## src/verilog/tcc_pkg.sv

```systemverilog
package tcc_pkg;

  // ****************************************
  // Register addresses
  // ****************************************
  localparam logic [15:0] ADDR_VECTOR = 16'h012e;
  localparam logic [15:0] ADDR_CTL = 16'h0160;
  localparam logic [15:0] ADDR_CH0_CTL = 16'h0162;
  localparam logic [15:0] ADDR_CH1_CTL = 16'h0164;
  localparam logic [15:0] ADDR_COUNT = 16'h0170;
  localparam logic [15:0] ADDR_CH0_VAL = 16'h0172;
  localparam logic [15:0] ADDR_CH1_VAL = 16'h0174;
  localparam logic [15:0] RESET_VALUE = 16'h0000;

  // ****************************************
  // Timer control fields
  // ****************************************
  localparam int CTL_SRC_LSB = 8;
  localparam int CTL_MODE_LSB = 4;
  localparam int CTL_CLR = 2;
  localparam int CTL_IE = 1;
  localparam int CTL_IFG = 0;

  // ****************************************
  // Channel control fields
  // ****************************************
  localparam int CC_CM_LSB = 14;
  localparam int CC_IS_LSB = 12;
  localparam int CC_CAP = 8;
  localparam int CC_OM_LSB = 5;
  localparam int CC_IE = 4;
  localparam int CC_CCI = 3;
  localparam int CC_OUT = 2;
  localparam int CC_COV = 1;
  localparam int CC_IFG = 0;

  // ****************************************
  // Vector codes and synchroniser slots
  // ****************************************
  localparam logic [15:0] VEC_NONE = 16'h0000;
  localparam logic [15:0] VEC_CH1 = 16'h0002;
  localparam logic [15:0] VEC_OVF = 16'h000a;
  localparam int SY_EXT = 0;
  localparam int SY_ALT = 1;
  localparam int SY_AUX = 2;
  localparam int SY_SUB = 3;
  localparam int SY_CH0 = 4;
  localparam int SY_CH1 = 5;
  localparam int SY_CMP = 6;
  localparam int SY_W = 7;

  typedef enum logic [1:0] {MODE_STOP = 2'b00, MODE_UP = 2'b01, MODE_CONT = 2'b10, MODE_UPDOWN = 2'b11} tcc_mode_t;
  typedef enum logic [1:0] {SRC_EXT = 2'b00, SRC_AUX = 2'b01, SRC_SUB = 2'b10, SRC_ALT = 2'b11} tcc_src_t;
  typedef enum logic [1:0] {IS_A = 2'b00, IS_B = 2'b01, IS_GND = 2'b10, IS_VCC = 2'b11} tcc_insel_t;
  typedef enum logic [2:0] {OM_BIT = 3'b000, OM_SET = 3'b001, OM_TOGGLE = 3'b100, OM_RESET = 3'b101,
    OM_RESET_SET = 3'b111} tcc_outmode_t;

  typedef struct packed {
    logic [SY_W-1:0] sync1;
    logic [SY_W-1:0] sync2;
    logic [SY_W-1:0] prev;
    logic [15:0] cnt;
    logic down;
    logic [15:0] ctl;
    logic [1:0][15:0] cc_ctl;
    logic [1:0][15:0] ccr;
    logic [1:0] out;
    logic [15:0] rdata;
    logic irq_ch0;
    logic irq_shared;
  } tcc_state_t;

endpackage

```

## src/verilog/tcc_timer.sv

```systemverilog
`timescale 1ns/100ps
module tcc_timer #(
  parameter bit HAS_COMPARATOR = 1'b1
) (
  // Clock and reset
  input wire logic ref_clk,
  input wire logic rst_b,
  input wire logic ce,
  // Peripheral register bus
  input wire logic [15:0] bus_addr,
  input wire logic bus_wr,
  input wire logic bus_rd,
  input wire logic [15:0] bus_wdata,
  output logic [15:0] bus_rdata,
  // Clock sources
  input wire logic external_timer_clock_pin,
  input wire logic alternate_clock_input,
  input wire logic aux_clock,
  input wire logic submain_clock,
  // Capture inputs
  input wire logic channel0_capture_input_a,
  input wire logic channel1_capture_input_a,
  input wire logic comparator_output,
  // Outputs
  output logic channel0_pin_signal,
  output logic channel1_pin_signal,
  output logic irq_channel0,
  output logic irq_shared
);

  tcc_pkg::tcc_state_t st;
  tcc_pkg::tcc_state_t next_st;
  logic [tcc_pkg::SY_W-1:0] sync_in;
  logic [tcc_pkg::SY_W-1:0] rise;
  logic tick;
  logic wrap;
  logic [1:0] hit;
  logic [1:0] cci_now;
  logic [1:0] cci_old;
  logic [1:0] cap_evt;

  assign sync_in = {comparator_output, channel1_capture_input_a, channel0_capture_input_a,
    submain_clock, aux_clock, alternate_clock_input, external_timer_clock_pin};

  // ****************************************
  // Capture input selection
  // ****************************************
  function automatic logic pick(input logic [tcc_pkg::SY_W-1:0] v, input logic ch, input logic [1:0] is);
    logic b;
    b = ch ? (HAS_COMPARATOR ? v[tcc_pkg::SY_CMP] : v[tcc_pkg::SY_CH1]) : v[tcc_pkg::SY_AUX];
    unique case (is)
      tcc_pkg::IS_A: pick = ch ? v[tcc_pkg::SY_CH1] : v[tcc_pkg::SY_CH0];
      tcc_pkg::IS_B: pick = b;
      tcc_pkg::IS_GND: pick = 1'b0;
      tcc_pkg::IS_VCC: pick = 1'b1;
    endcase
  endfunction

  always_comb
  begin
    next_st = st;
    next_st.sync1 = sync_in;
    next_st.sync2 = st.sync1;
    next_st.prev = st.sync2;
    rise = st.sync2 & ~st.prev;
    // ****************************************
    // Counter
    // ****************************************
    // source select
    unique case (st.ctl[tcc_pkg::CTL_SRC_LSB +: 2])
      tcc_pkg::SRC_EXT: tick = rise[tcc_pkg::SY_EXT];
      tcc_pkg::SRC_AUX: tick = rise[tcc_pkg::SY_AUX];
      tcc_pkg::SRC_SUB: tick = rise[tcc_pkg::SY_SUB];
      tcc_pkg::SRC_ALT: tick = rise[tcc_pkg::SY_ALT];
    endcase
    wrap = 1'b0;
    if (tick)
    begin
      unique case (st.ctl[tcc_pkg::CTL_MODE_LSB +: 2])
        tcc_pkg::MODE_STOP:
        begin
        end
        tcc_pkg::MODE_UP:
        begin
          wrap = (st.cnt >= st.ccr[0]);
          next_st.cnt = wrap ? 16'h0000 : st.cnt + 16'h0001;
        end
        tcc_pkg::MODE_CONT:
        begin
          wrap = (st.cnt == 16'hffff);
          next_st.cnt = st.cnt + 16'h0001;
        end
        tcc_pkg::MODE_UPDOWN:
        begin
          if (st.down)
          begin
            wrap = (st.cnt == 16'h0001);
            next_st.down = ~wrap;
            next_st.cnt = st.cnt - 16'h0001;
          end
          else if (st.cnt >= st.ccr[0])
          begin
            next_st.down = 1'b1;
            next_st.cnt = st.cnt - 16'h0001;
          end
          else
            next_st.cnt = st.cnt + 16'h0001;
        end
      endcase
    end
    for (int i = 0; i < 2; i++)
      hit[i] = tick && (st.ctl[tcc_pkg::CTL_MODE_LSB +: 2] != tcc_pkg::MODE_STOP) && (next_st.cnt == st.ccr[i]);
    // ****************************************
    // Register writes
    // ****************************************
    // write decode
    if (bus_wr)
    begin
      unique case (bus_addr)
        tcc_pkg::ADDR_CTL: next_st.ctl = bus_wdata;
        tcc_pkg::ADDR_CH0_CTL: next_st.cc_ctl[0] = bus_wdata;
        tcc_pkg::ADDR_CH1_CTL: next_st.cc_ctl[1] = bus_wdata;
        tcc_pkg::ADDR_COUNT: next_st.cnt = bus_wdata;
        tcc_pkg::ADDR_CH0_VAL: next_st.ccr[0] = bus_wdata;
        tcc_pkg::ADDR_CH1_VAL: next_st.ccr[1] = bus_wdata;
        default:
        begin
        end
      endcase
    end
    // Clear is a strobe, it never reads back as one
    if (next_st.ctl[tcc_pkg::CTL_CLR])
    begin
      next_st.cnt = 16'h0000;
      next_st.down = 1'b0;
      next_st.ctl[tcc_pkg::CTL_CLR] = 1'b0;
    end
    // ****************************************
    // Register reads
    // ****************************************
    if (bus_rd)
    begin
      unique case (bus_addr)
        tcc_pkg::ADDR_VECTOR:
        begin
          // Reading the vector acknowledges the highest pending source
          if (st.cc_ctl[1][tcc_pkg::CC_IFG] && st.cc_ctl[1][tcc_pkg::CC_IE])
          begin
            next_st.rdata = tcc_pkg::VEC_CH1;
            next_st.cc_ctl[1][tcc_pkg::CC_IFG] = 1'b0;
          end
          else if (st.ctl[tcc_pkg::CTL_IFG] && st.ctl[tcc_pkg::CTL_IE])
          begin
            next_st.rdata = tcc_pkg::VEC_OVF;
            next_st.ctl[tcc_pkg::CTL_IFG] = 1'b0;
          end
          else
            next_st.rdata = tcc_pkg::VEC_NONE;
        end
        tcc_pkg::ADDR_CTL: next_st.rdata = st.ctl;
        tcc_pkg::ADDR_CH0_CTL: next_st.rdata = st.cc_ctl[0];
        tcc_pkg::ADDR_CH1_CTL: next_st.rdata = st.cc_ctl[1];
        tcc_pkg::ADDR_COUNT: next_st.rdata = st.cnt;
        tcc_pkg::ADDR_CH0_VAL: next_st.rdata = st.ccr[0];
        tcc_pkg::ADDR_CH1_VAL: next_st.rdata = st.ccr[1];
        default: next_st.rdata = 16'h0000;
      endcase
    end
    // Events are applied last so a set beats a same-cycle clear
    // overflow flag
    if (wrap)
      next_st.ctl[tcc_pkg::CTL_IFG] = 1'b1;
    // ****************************************
    // Channels
    // ****************************************
    for (int i = 0; i < 2; i++)
    begin
      cci_now[i] = pick(st.sync2, i[0], st.cc_ctl[i][tcc_pkg::CC_IS_LSB +: 2]);
      cci_old[i] = pick(st.prev, i[0], st.cc_ctl[i][tcc_pkg::CC_IS_LSB +: 2]);
      cap_evt[i] = (st.cc_ctl[i][tcc_pkg::CC_CM_LSB] && cci_now[i] && !cci_old[i])
        || (st.cc_ctl[i][tcc_pkg::CC_CM_LSB + 1] && !cci_now[i] && cci_old[i]);
      next_st.cc_ctl[i][tcc_pkg::CC_CCI] = cci_now[i];
      if (st.cc_ctl[i][tcc_pkg::CC_CAP])
      begin
        if (cap_evt[i])
        begin
          next_st.ccr[i] = st.cnt;
          if (st.cc_ctl[i][tcc_pkg::CC_IFG])
            next_st.cc_ctl[i][tcc_pkg::CC_COV] = 1'b1;
          next_st.cc_ctl[i][tcc_pkg::CC_IFG] = 1'b1;
        end
      end
      else if (hit[i])
        next_st.cc_ctl[i][tcc_pkg::CC_IFG] = 1'b1;
    end
    // PWM output units, channel 1 sets again at channel 0 match
    for (int i = 0; i < 2; i++)
    begin
      unique case (st.cc_ctl[i][tcc_pkg::CC_OM_LSB +: 3])
        tcc_pkg::OM_SET: next_st.out[i] = st.out[i] | hit[i];
        tcc_pkg::OM_TOGGLE: next_st.out[i] = st.out[i] ^ hit[i];
        tcc_pkg::OM_RESET: next_st.out[i] = st.out[i] & ~hit[i];
        tcc_pkg::OM_RESET_SET: next_st.out[i] = hit[0] ? 1'b1 : (st.out[i] & ~hit[i]);
        default: next_st.out[i] = st.cc_ctl[i][tcc_pkg::CC_OUT];
      endcase
    end
    next_st.irq_ch0 = next_st.cc_ctl[0][tcc_pkg::CC_IFG] && next_st.cc_ctl[0][tcc_pkg::CC_IE];
    next_st.irq_shared = (next_st.ctl[tcc_pkg::CTL_IFG] && next_st.ctl[tcc_pkg::CTL_IE])
      || (next_st.cc_ctl[1][tcc_pkg::CC_IFG] && next_st.cc_ctl[1][tcc_pkg::CC_IE]);
  end

  always_ff @(posedge ref_clk or negedge rst_b)
  begin
    if (!rst_b)
      st <= '0;
    else if (ce)
      st <= next_st;
  end

  assign bus_rdata = st.rdata;
  assign channel0_pin_signal = st.out[0];
  assign channel1_pin_signal = st.out[1];
  assign irq_channel0 = st.irq_ch0;
  assign irq_shared = st.irq_shared;
endmodule

```

## config.mk

```make
export PLATFORM = sky130hd
export DESIGN_NAME = tcc_timer
export DESIGN_NICKNAME = d
export VERILOG_FILES = /design/src/verilog/tcc_pkg.sv /design/src/verilog/tcc_timer.sv
export SDC_FILE = /design/constraint.sdc
export NUM_CORES = 1
export LEC_CHECK = 0
export BUFFER_PORTS_ARGS = -buffer_cell sky130_fd_sc_hd__clkbuf_2
export CAP_MARGIN = 20
export CORE_UTILIZATION = 55
export DETAILED_ROUTE_END_ITERATION = 8
export PLACE_DENSITY = 0.73
export SETUP_SLACK_MARGIN = 0.4
export SYNTH_ARGS = -nofsm -noshare
export SYNTH_HDL_FRONTEND = slang
export SYNTH_SLANG_ARGS = --single-unit
```

## constraint.sdc

```tcl
create_clock -name ref_clk -period 7.38 [get_ports ref_clk]
set_input_delay 1.476 -clock ref_clk [delete_from_list [all_inputs] [get_ports ref_clk]]
set_output_delay 1.476 -clock ref_clk [all_outputs]
set_load 0.005 [all_outputs]
```

* After elaboration in Yosys (flattened, before gate mapping)
Cells that the tools add are included.
** Storage, ports and cells
- Input bits :: 44
- Word-level logic and storage cells :: 149
- Output and inout port bits :: 20
- Register bits :: 137
** Cells by class
- Eq/ne operators :: 31
- Reduce and logical (&&, ||, !) cells :: 34
- Muxes and demuxes :: 53
- Magnitude comparators :: 1
- Bitwise operators :: 11
- $add $sub $neg :: 2
** Operators with widths (number)
- 16-bit two-way mux :: 12
- 16-bit by 9-bit equality test with 1-bit output (second input constant) :: 7
- 16-bit case mux with 7 select lines :: 1
- 67-bit two-way mux :: 1
- 17-bit two-way mux :: 3
- 16-bit case mux with 3 select lines :: 1
- 16-bit equality test :: 2
- 1-bit case mux with 4 select lines :: 7
- 1-bit two-way mux :: 22
- 3-bit equality test (second input constant) :: 6
- 16-bit by 1-bit adder with 16-bit output (second input constant) :: 1
- 16-bit by 1-bit equality test with 1-bit output (second input constant) :: 1
- 16-bit equality test (second input constant) :: 1
- 2-bit equality test (second input constant) :: 8
- 16-bit >= comparator :: 1
- 1-bit logical AND :: 16
- 16-bit by 1-bit subtractor with 16-bit output (second input constant) :: 1
- 3-bit AND reduction :: 4
- 2-bit by 1-bit equality test with 1-bit output (second input constant) :: 4
- 4-bit two-way mux :: 2
- 3-bit by 1-bit equality test with 1-bit output (second input constant) :: 2
- 2-bit zero test :: 3
- 2-bit nonzero test :: 3
- 4-bit bitwise AND :: 1
- other kinds (11) :: 22

* Logic depth before layout (Yosys ltp)
- Depth after elaboration :: 11
- Depth in mapped cells :: 19
- Depth with buffers taken out :: 17

* Worst setup path before layout
OpenSTA, ideal clock, no wires.
- Path kind :: reg-to-reg
- From :: reg st[101] in the netlist's numbering
- To :: reg st, in the netlist channel1_pin_signal
- Buffers on the path :: 1
- Setup time :: 0.087 ns
- Data arrival time :: 4.231 ns
- Path slack :: 3.063 ns
- Period minus slack after synthesis :: 4.317 ns
- Data required time :: 7.293 ns
- Stages on the path, launching flop included :: 18
- Cell sequence :: dfrtp_1 > clkbuf_1 > inv_1 > ha_1 > a31oi_1 > and2b_2 > o311a_4 > or4_4 > o311ai_4 > a21boi_2 > or4b_1 > nor4_2 > nand3b_1 > ha_1 > nor2_1 > a32oi_1 > o211ai_1 > o211ai_1
** On the way
- Word-level cells in the longest chain between the ends :: 11
- Elaborated cells between the ends (all ways) :: 18
- Classes of those cells :: add/sub: 2; order compare: 1; eq/ne: 2; mux: 7; bitwise: 4; reduce/logical: 2
** RTL lines
- from (decl) :: RTL line tcc_timer.sv:31 : tcc_pkg::tcc_state_t st;
- from (signal assigned) :: RTL line tcc_timer.sv:217 : st <= next_st;
- 16-bit by 1-bit adder with 16-bit output, or another cell as far along :: RTL line tcc_timer.sv:86, tcc_timer.sv:91, tcc_timer.sv:107
- 16-bit two-way mux :: RTL line tcc_timer.sv:101 : else if (st.cnt >= st.ccr[0])
- 17-bit two-way mux :: RTL line tcc_timer.sv:95 : if (st.down)
- 16-bit case mux with 3 select lines :: RTL line tcc_timer.sv:79 : unique case (st.ctl[tcc_pkg::CTL_MODE_LSB +: 2])
- 17-bit two-way mux (*) :: RTL line tcc_timer.sv:77 : if (tick)
- 16-bit equality test :: RTL line tcc_timer.sv:112 : hit[i] = tick && (st.ctl[tcc_pkg::CTL_MODE_LSB +: 2] != tcc_pkg::MODE_STOP) && (next_st.cnt == st.ccr[i]);
- 1-bit logical AND :: RTL line tcc_timer.sv:112
- 1-bit inverter :: RTL line tcc_timer.sv:202, tcc_timer.sv:203
- 1-bit bitwise AND :: RTL line tcc_timer.sv:202, tcc_timer.sv:203
- 1-bit two-way mux :: RTL line tcc_timer.sv:203 : tcc_pkg::OM_RESET_SET: next_st.out[i] = hit[0] ? 1'b1 : (st.out[i] & ~hit[i]);
- 1-bit case mux with 4 select lines (*) :: RTL line tcc_timer.sv:199 : unique case (st.cc_ctl[i][tcc_pkg::CC_OM_LSB +: 3])
Every way passes the cells marked *; elsewhere a longest branch is shown, timed or not. The select of a mux whose other input is x is not followed.
A chain may end at the register's enable or synchronous reset.

* Worst setup path after layout
- From :: reg st[103] in the netlist's numbering
- To :: reg st, in the netlist channel0_pin_signal
** On the way
- Word-level cells in the longest chain between the ends :: 11
- Elaborated cells between the ends (all ways) :: 16
- Classes of those cells :: add/sub: 2; order compare: 1; eq/ne: 1; mux: 7; bitwise: 4; reduce/logical: 1
** RTL lines (RTL line)
- 16-bit by 1-bit adder with 16-bit output, or another cell as far along :: tcc_timer.sv:86, tcc_timer.sv:91, tcc_timer.sv:107
- 16-bit two-way mux :: tcc_timer.sv:101
- 17-bit two-way mux :: tcc_timer.sv:95
- 16-bit case mux with 3 select lines :: tcc_timer.sv:79
- 17-bit two-way mux (*) :: tcc_timer.sv:77
- 16-bit equality test (*) :: tcc_timer.sv:112
- 1-bit logical AND (*) :: tcc_timer.sv:112
- 1-bit inverter :: tcc_timer.sv:202, tcc_timer.sv:203
- 1-bit bitwise AND :: tcc_timer.sv:202, tcc_timer.sv:203
- 1-bit two-way mux :: tcc_timer.sv:203
- 1-bit case mux with 4 select lines (*) :: tcc_timer.sv:199
Marks and branches as above.

==> flow_summary.toml <==
[synth]
yosysWarnings = 0
syn_inst = 1124
synthTopCellsByArea = "dfrtp_1 35%, mux2_2 7.7%, a21oi_1 3.8%, nand2_1 3.7%, nor2_1 3.5%"
synth-edff-count = 0
ys_types = 99
synthArstFlopShare = 1.000
syn_area_um2 = 9791
syn_nets = 1190
synth_ff_type = "dfrtp_1"
synth_top_area_frac = 0.3502
netlist.top_cell.by_area = "dfrtp_1"
synth.avg_cell_area_um2 = 8.711
ys_seq_area_frac = 0.3502
yosys_register_bits = 137

[placement]
dp_hpwl_mm = 25.50
port-buffer-count = 63
dp_cells = 1335
globalplace.congestion = 1.034

[flow_run]
maxCapViolCount = 0

[sta]
min_period_over_period = 0.7239
hold_viol = 0
fin_crit_ns = 5.342
max_slew_margin = 0.3182
grt_setup_unrepaired = "false"
fmax_mhz = 187.2
slew_viol_final = 0
fin_setup_tns_ns = 0
worstMarginPinSlew_ns = 1.018
fin_skew_ns = 0.01191
setup_viol = 0
whs_ns = 0.4747

[floorplanning]
die_w_um = 135.4
die_y_um = 135.4
start_util = 0.5641
dieArea_um2 = 18340
core_area_um2 = 17360
rows = 48
io_pins = 64

[setup_path]
worstRegToRegCells = 15
r2r-start = "st[103]"
required_ns = 7.74
slowest_delay_ns = 0.81
reg2reg_slack_ns = 2.04
cp-end-kind = "flop"
startpoint = "st[103]"
worstPathCellList = "ha_1, a31oi_1, and2b_2, o311ai_2, nand3_1, mux2i_1, a21oi_1, nand2b_1, or3_1, nor4_1, o2111ai_1, ha_1, o21ai_0, o221ai_1, a22oi_1"
crit_fanout = 18
cp_common_cell = "ha_1"
cp_data_arrival_time_ns = 5.70
worstReg2RegEnd = "channel0_pin_signal"
path_class = "flop to flop"
critPathSlowestCell = "dfrtp_1"
setup.worst_path.start_class = "flop"

[cts]
clkTransAtPathRegs_ns = 0.07
clk_path_buf_depth = 2
numCtsBuffers = 17
h-tree-depth = 4
cts-root-buf = "clkbuf_16"
cts_hold_buf = 0
clk_latency_ns = 0.44
post-cts-setup-buffers = 0
cts.repair.resized = 0
cts_tree = "built"
clock_sink_count = 137

[grt]
grt_pass1_vias = 9177
grt_max_degree = 82
grt_overflow_total = 0
grt_pass1_wl_mm = 55.08
grtUsageTotal = 0.4061
antenna_found_initial = 0

[drt]
route.detailed.drc = 0
highest_layer = "met4"
wl_met2_mm = 15.61
wl_met1_mm = 14.14
post_drt_wl_per_cell_um = 26.18
ant_nets = 0
dr.pass1.iters = 6
drt_iter0_drc = 1604
routed_wl_mm = 35.82
num_vias = 9851
met3_length_mm = 4.430
vias_per_cell = 7.201

[outcome]
status = "completed"

[final_layout]
fin_nets = 1196
nFillCells = 1501
antennaDiodeCount = 0
fin_util = 0.6156
area_growth_pct = 9.125
finalNonFillerCells = 1368
drive_above_1_share = 0.1890

[pwr]
ir_drop_uv = 193.2
p_leak_uw = 0.004459
power.density_nw_per_um2 = 214.0
power_uw = 2286

[hold_path]
min_to = "bus_rdata[2]"
hold_path_startpoint = "bus_rdata[2]"
hold_depth = 1
hold_path.class = "flop to flop"
[registers in the layout (all words and copies together) (netlist names)]
register	flops
irq_channel0	1
channel1_pin_signal	1
irq_shared	1
st	103
bus_rdata	16
next_st	14
channel0_pin_signal	1
[cells by family (layout without fill, tap and decap cells)]
| family | count (synthesis) | in the layout | share of synthesized area |
|---|---|---|---|
| xor gates and xnor gates | 25 | 25 | 0.02236 |
| DFF | 137 | 137 | 0.3502 |
| buffers and inverters | 133 | 152 | 0.06428 |
| and+or+nand+nor | 380 | 380 | 0.1982 |
| adders and majority gates | 23 | 23 | 0.02914 |
| muxes | 80 | 80 | 0.09291 |
| AOI/OAI and AO/OA | 346 | 346 | 0.2429 |
[cell usage in the layout (no fill, tap or decap), types with 22 or more instances in the layout]
cell type  synthesis  routed
dfrtp_1          137     137
nand2_1           97      97
nor2_1            91      90
a21oi_1           75      75
mux2_2            67      67
clkbuf_2           1      61
o22ai_1           51      51
o21ai_0           47      47
nand3_1           41      41
inv_1             40      40
a22oi_1           33      33
nor3_1            24      23
xnor2_1           22      22
ha_1              22      22
[where the power goes]
part	total, uW	switching [uW]	internal, uW
registers	899	101	798
logic	514	321	193
clock network	873	390	483
total	2290	812	1470
[routing by layer]
layer / vias to the layer above / global-route usage
li1: 4265 / -
met1: 4712 / 0.5579
met2: 746 / 0.5946
met3: 128 / 0.1092
met4: 0 / 0.1866
met5: - / 0
[stage by stage]
step / setup WS [ns] / area (um2)
final: 2.038 / 10680
after global routing: 1.636 / 10680
after CTS: 2.193 / 10660
after detailed placement: 2.212 / 10060
after global placement: 2.321 / 10060
after floorplan: 3.063 / 9791
[layout make-up]
class | count | area, um2 | share of cell area
multi-input cells | 854 | 5757 | 0.5388
flip-flops and latches | 137 | 3428 | 0.3209
repair buffers | 79 | 464.2 | 0.04345
clock buffers | 17 | 425.4 | 0.03982
well taps | 225 | 281.5 | 0.02635
clock inverters | 15 | 173.9 | 0.01628
inverters | 41 | 153.9 | 0.01440
[worst max-delay path, delay by kind of cell (launching register included)]
kind / cells / cell delay, ns
AOI/OAI and AO/OA: 7 / 1.50
adders and majority gates: 2 / 0.71
DFF: 1 / 0.81
muxes: 1 / 0.51
and+or+nand+nor: 5 / 1.71
[worst max path at each step]
stage	cells after the start	slack, ns	end
after global routing	16	1.64	channel0_pin_signal
after global placement	15	2.32	channel1_pin_signal
after floorplan	17	3.06	channel1_pin_signal
after detailed placement	16	2.21	channel0_pin_signal
final	15	2.04	channel0_pin_signal
after CTS	16	2.19	channel0_pin_signal
[cell usage after synthesis (all sizes together), types with 16 or more instances]
master and n:
o22ai 51, nand3 41, o21ai 49, a21oi 75, inv 40, buf 27
nor3 25, clkbuf 65, mux2 67, nor4 19, nand2 98, a31oi 17
a221oi 16, ha 22, xnor2 22, nor2 92, a22oi 34, dfrtp 137
nand2b 18
No activity file was read; power rests on OpenSTA's default activity.
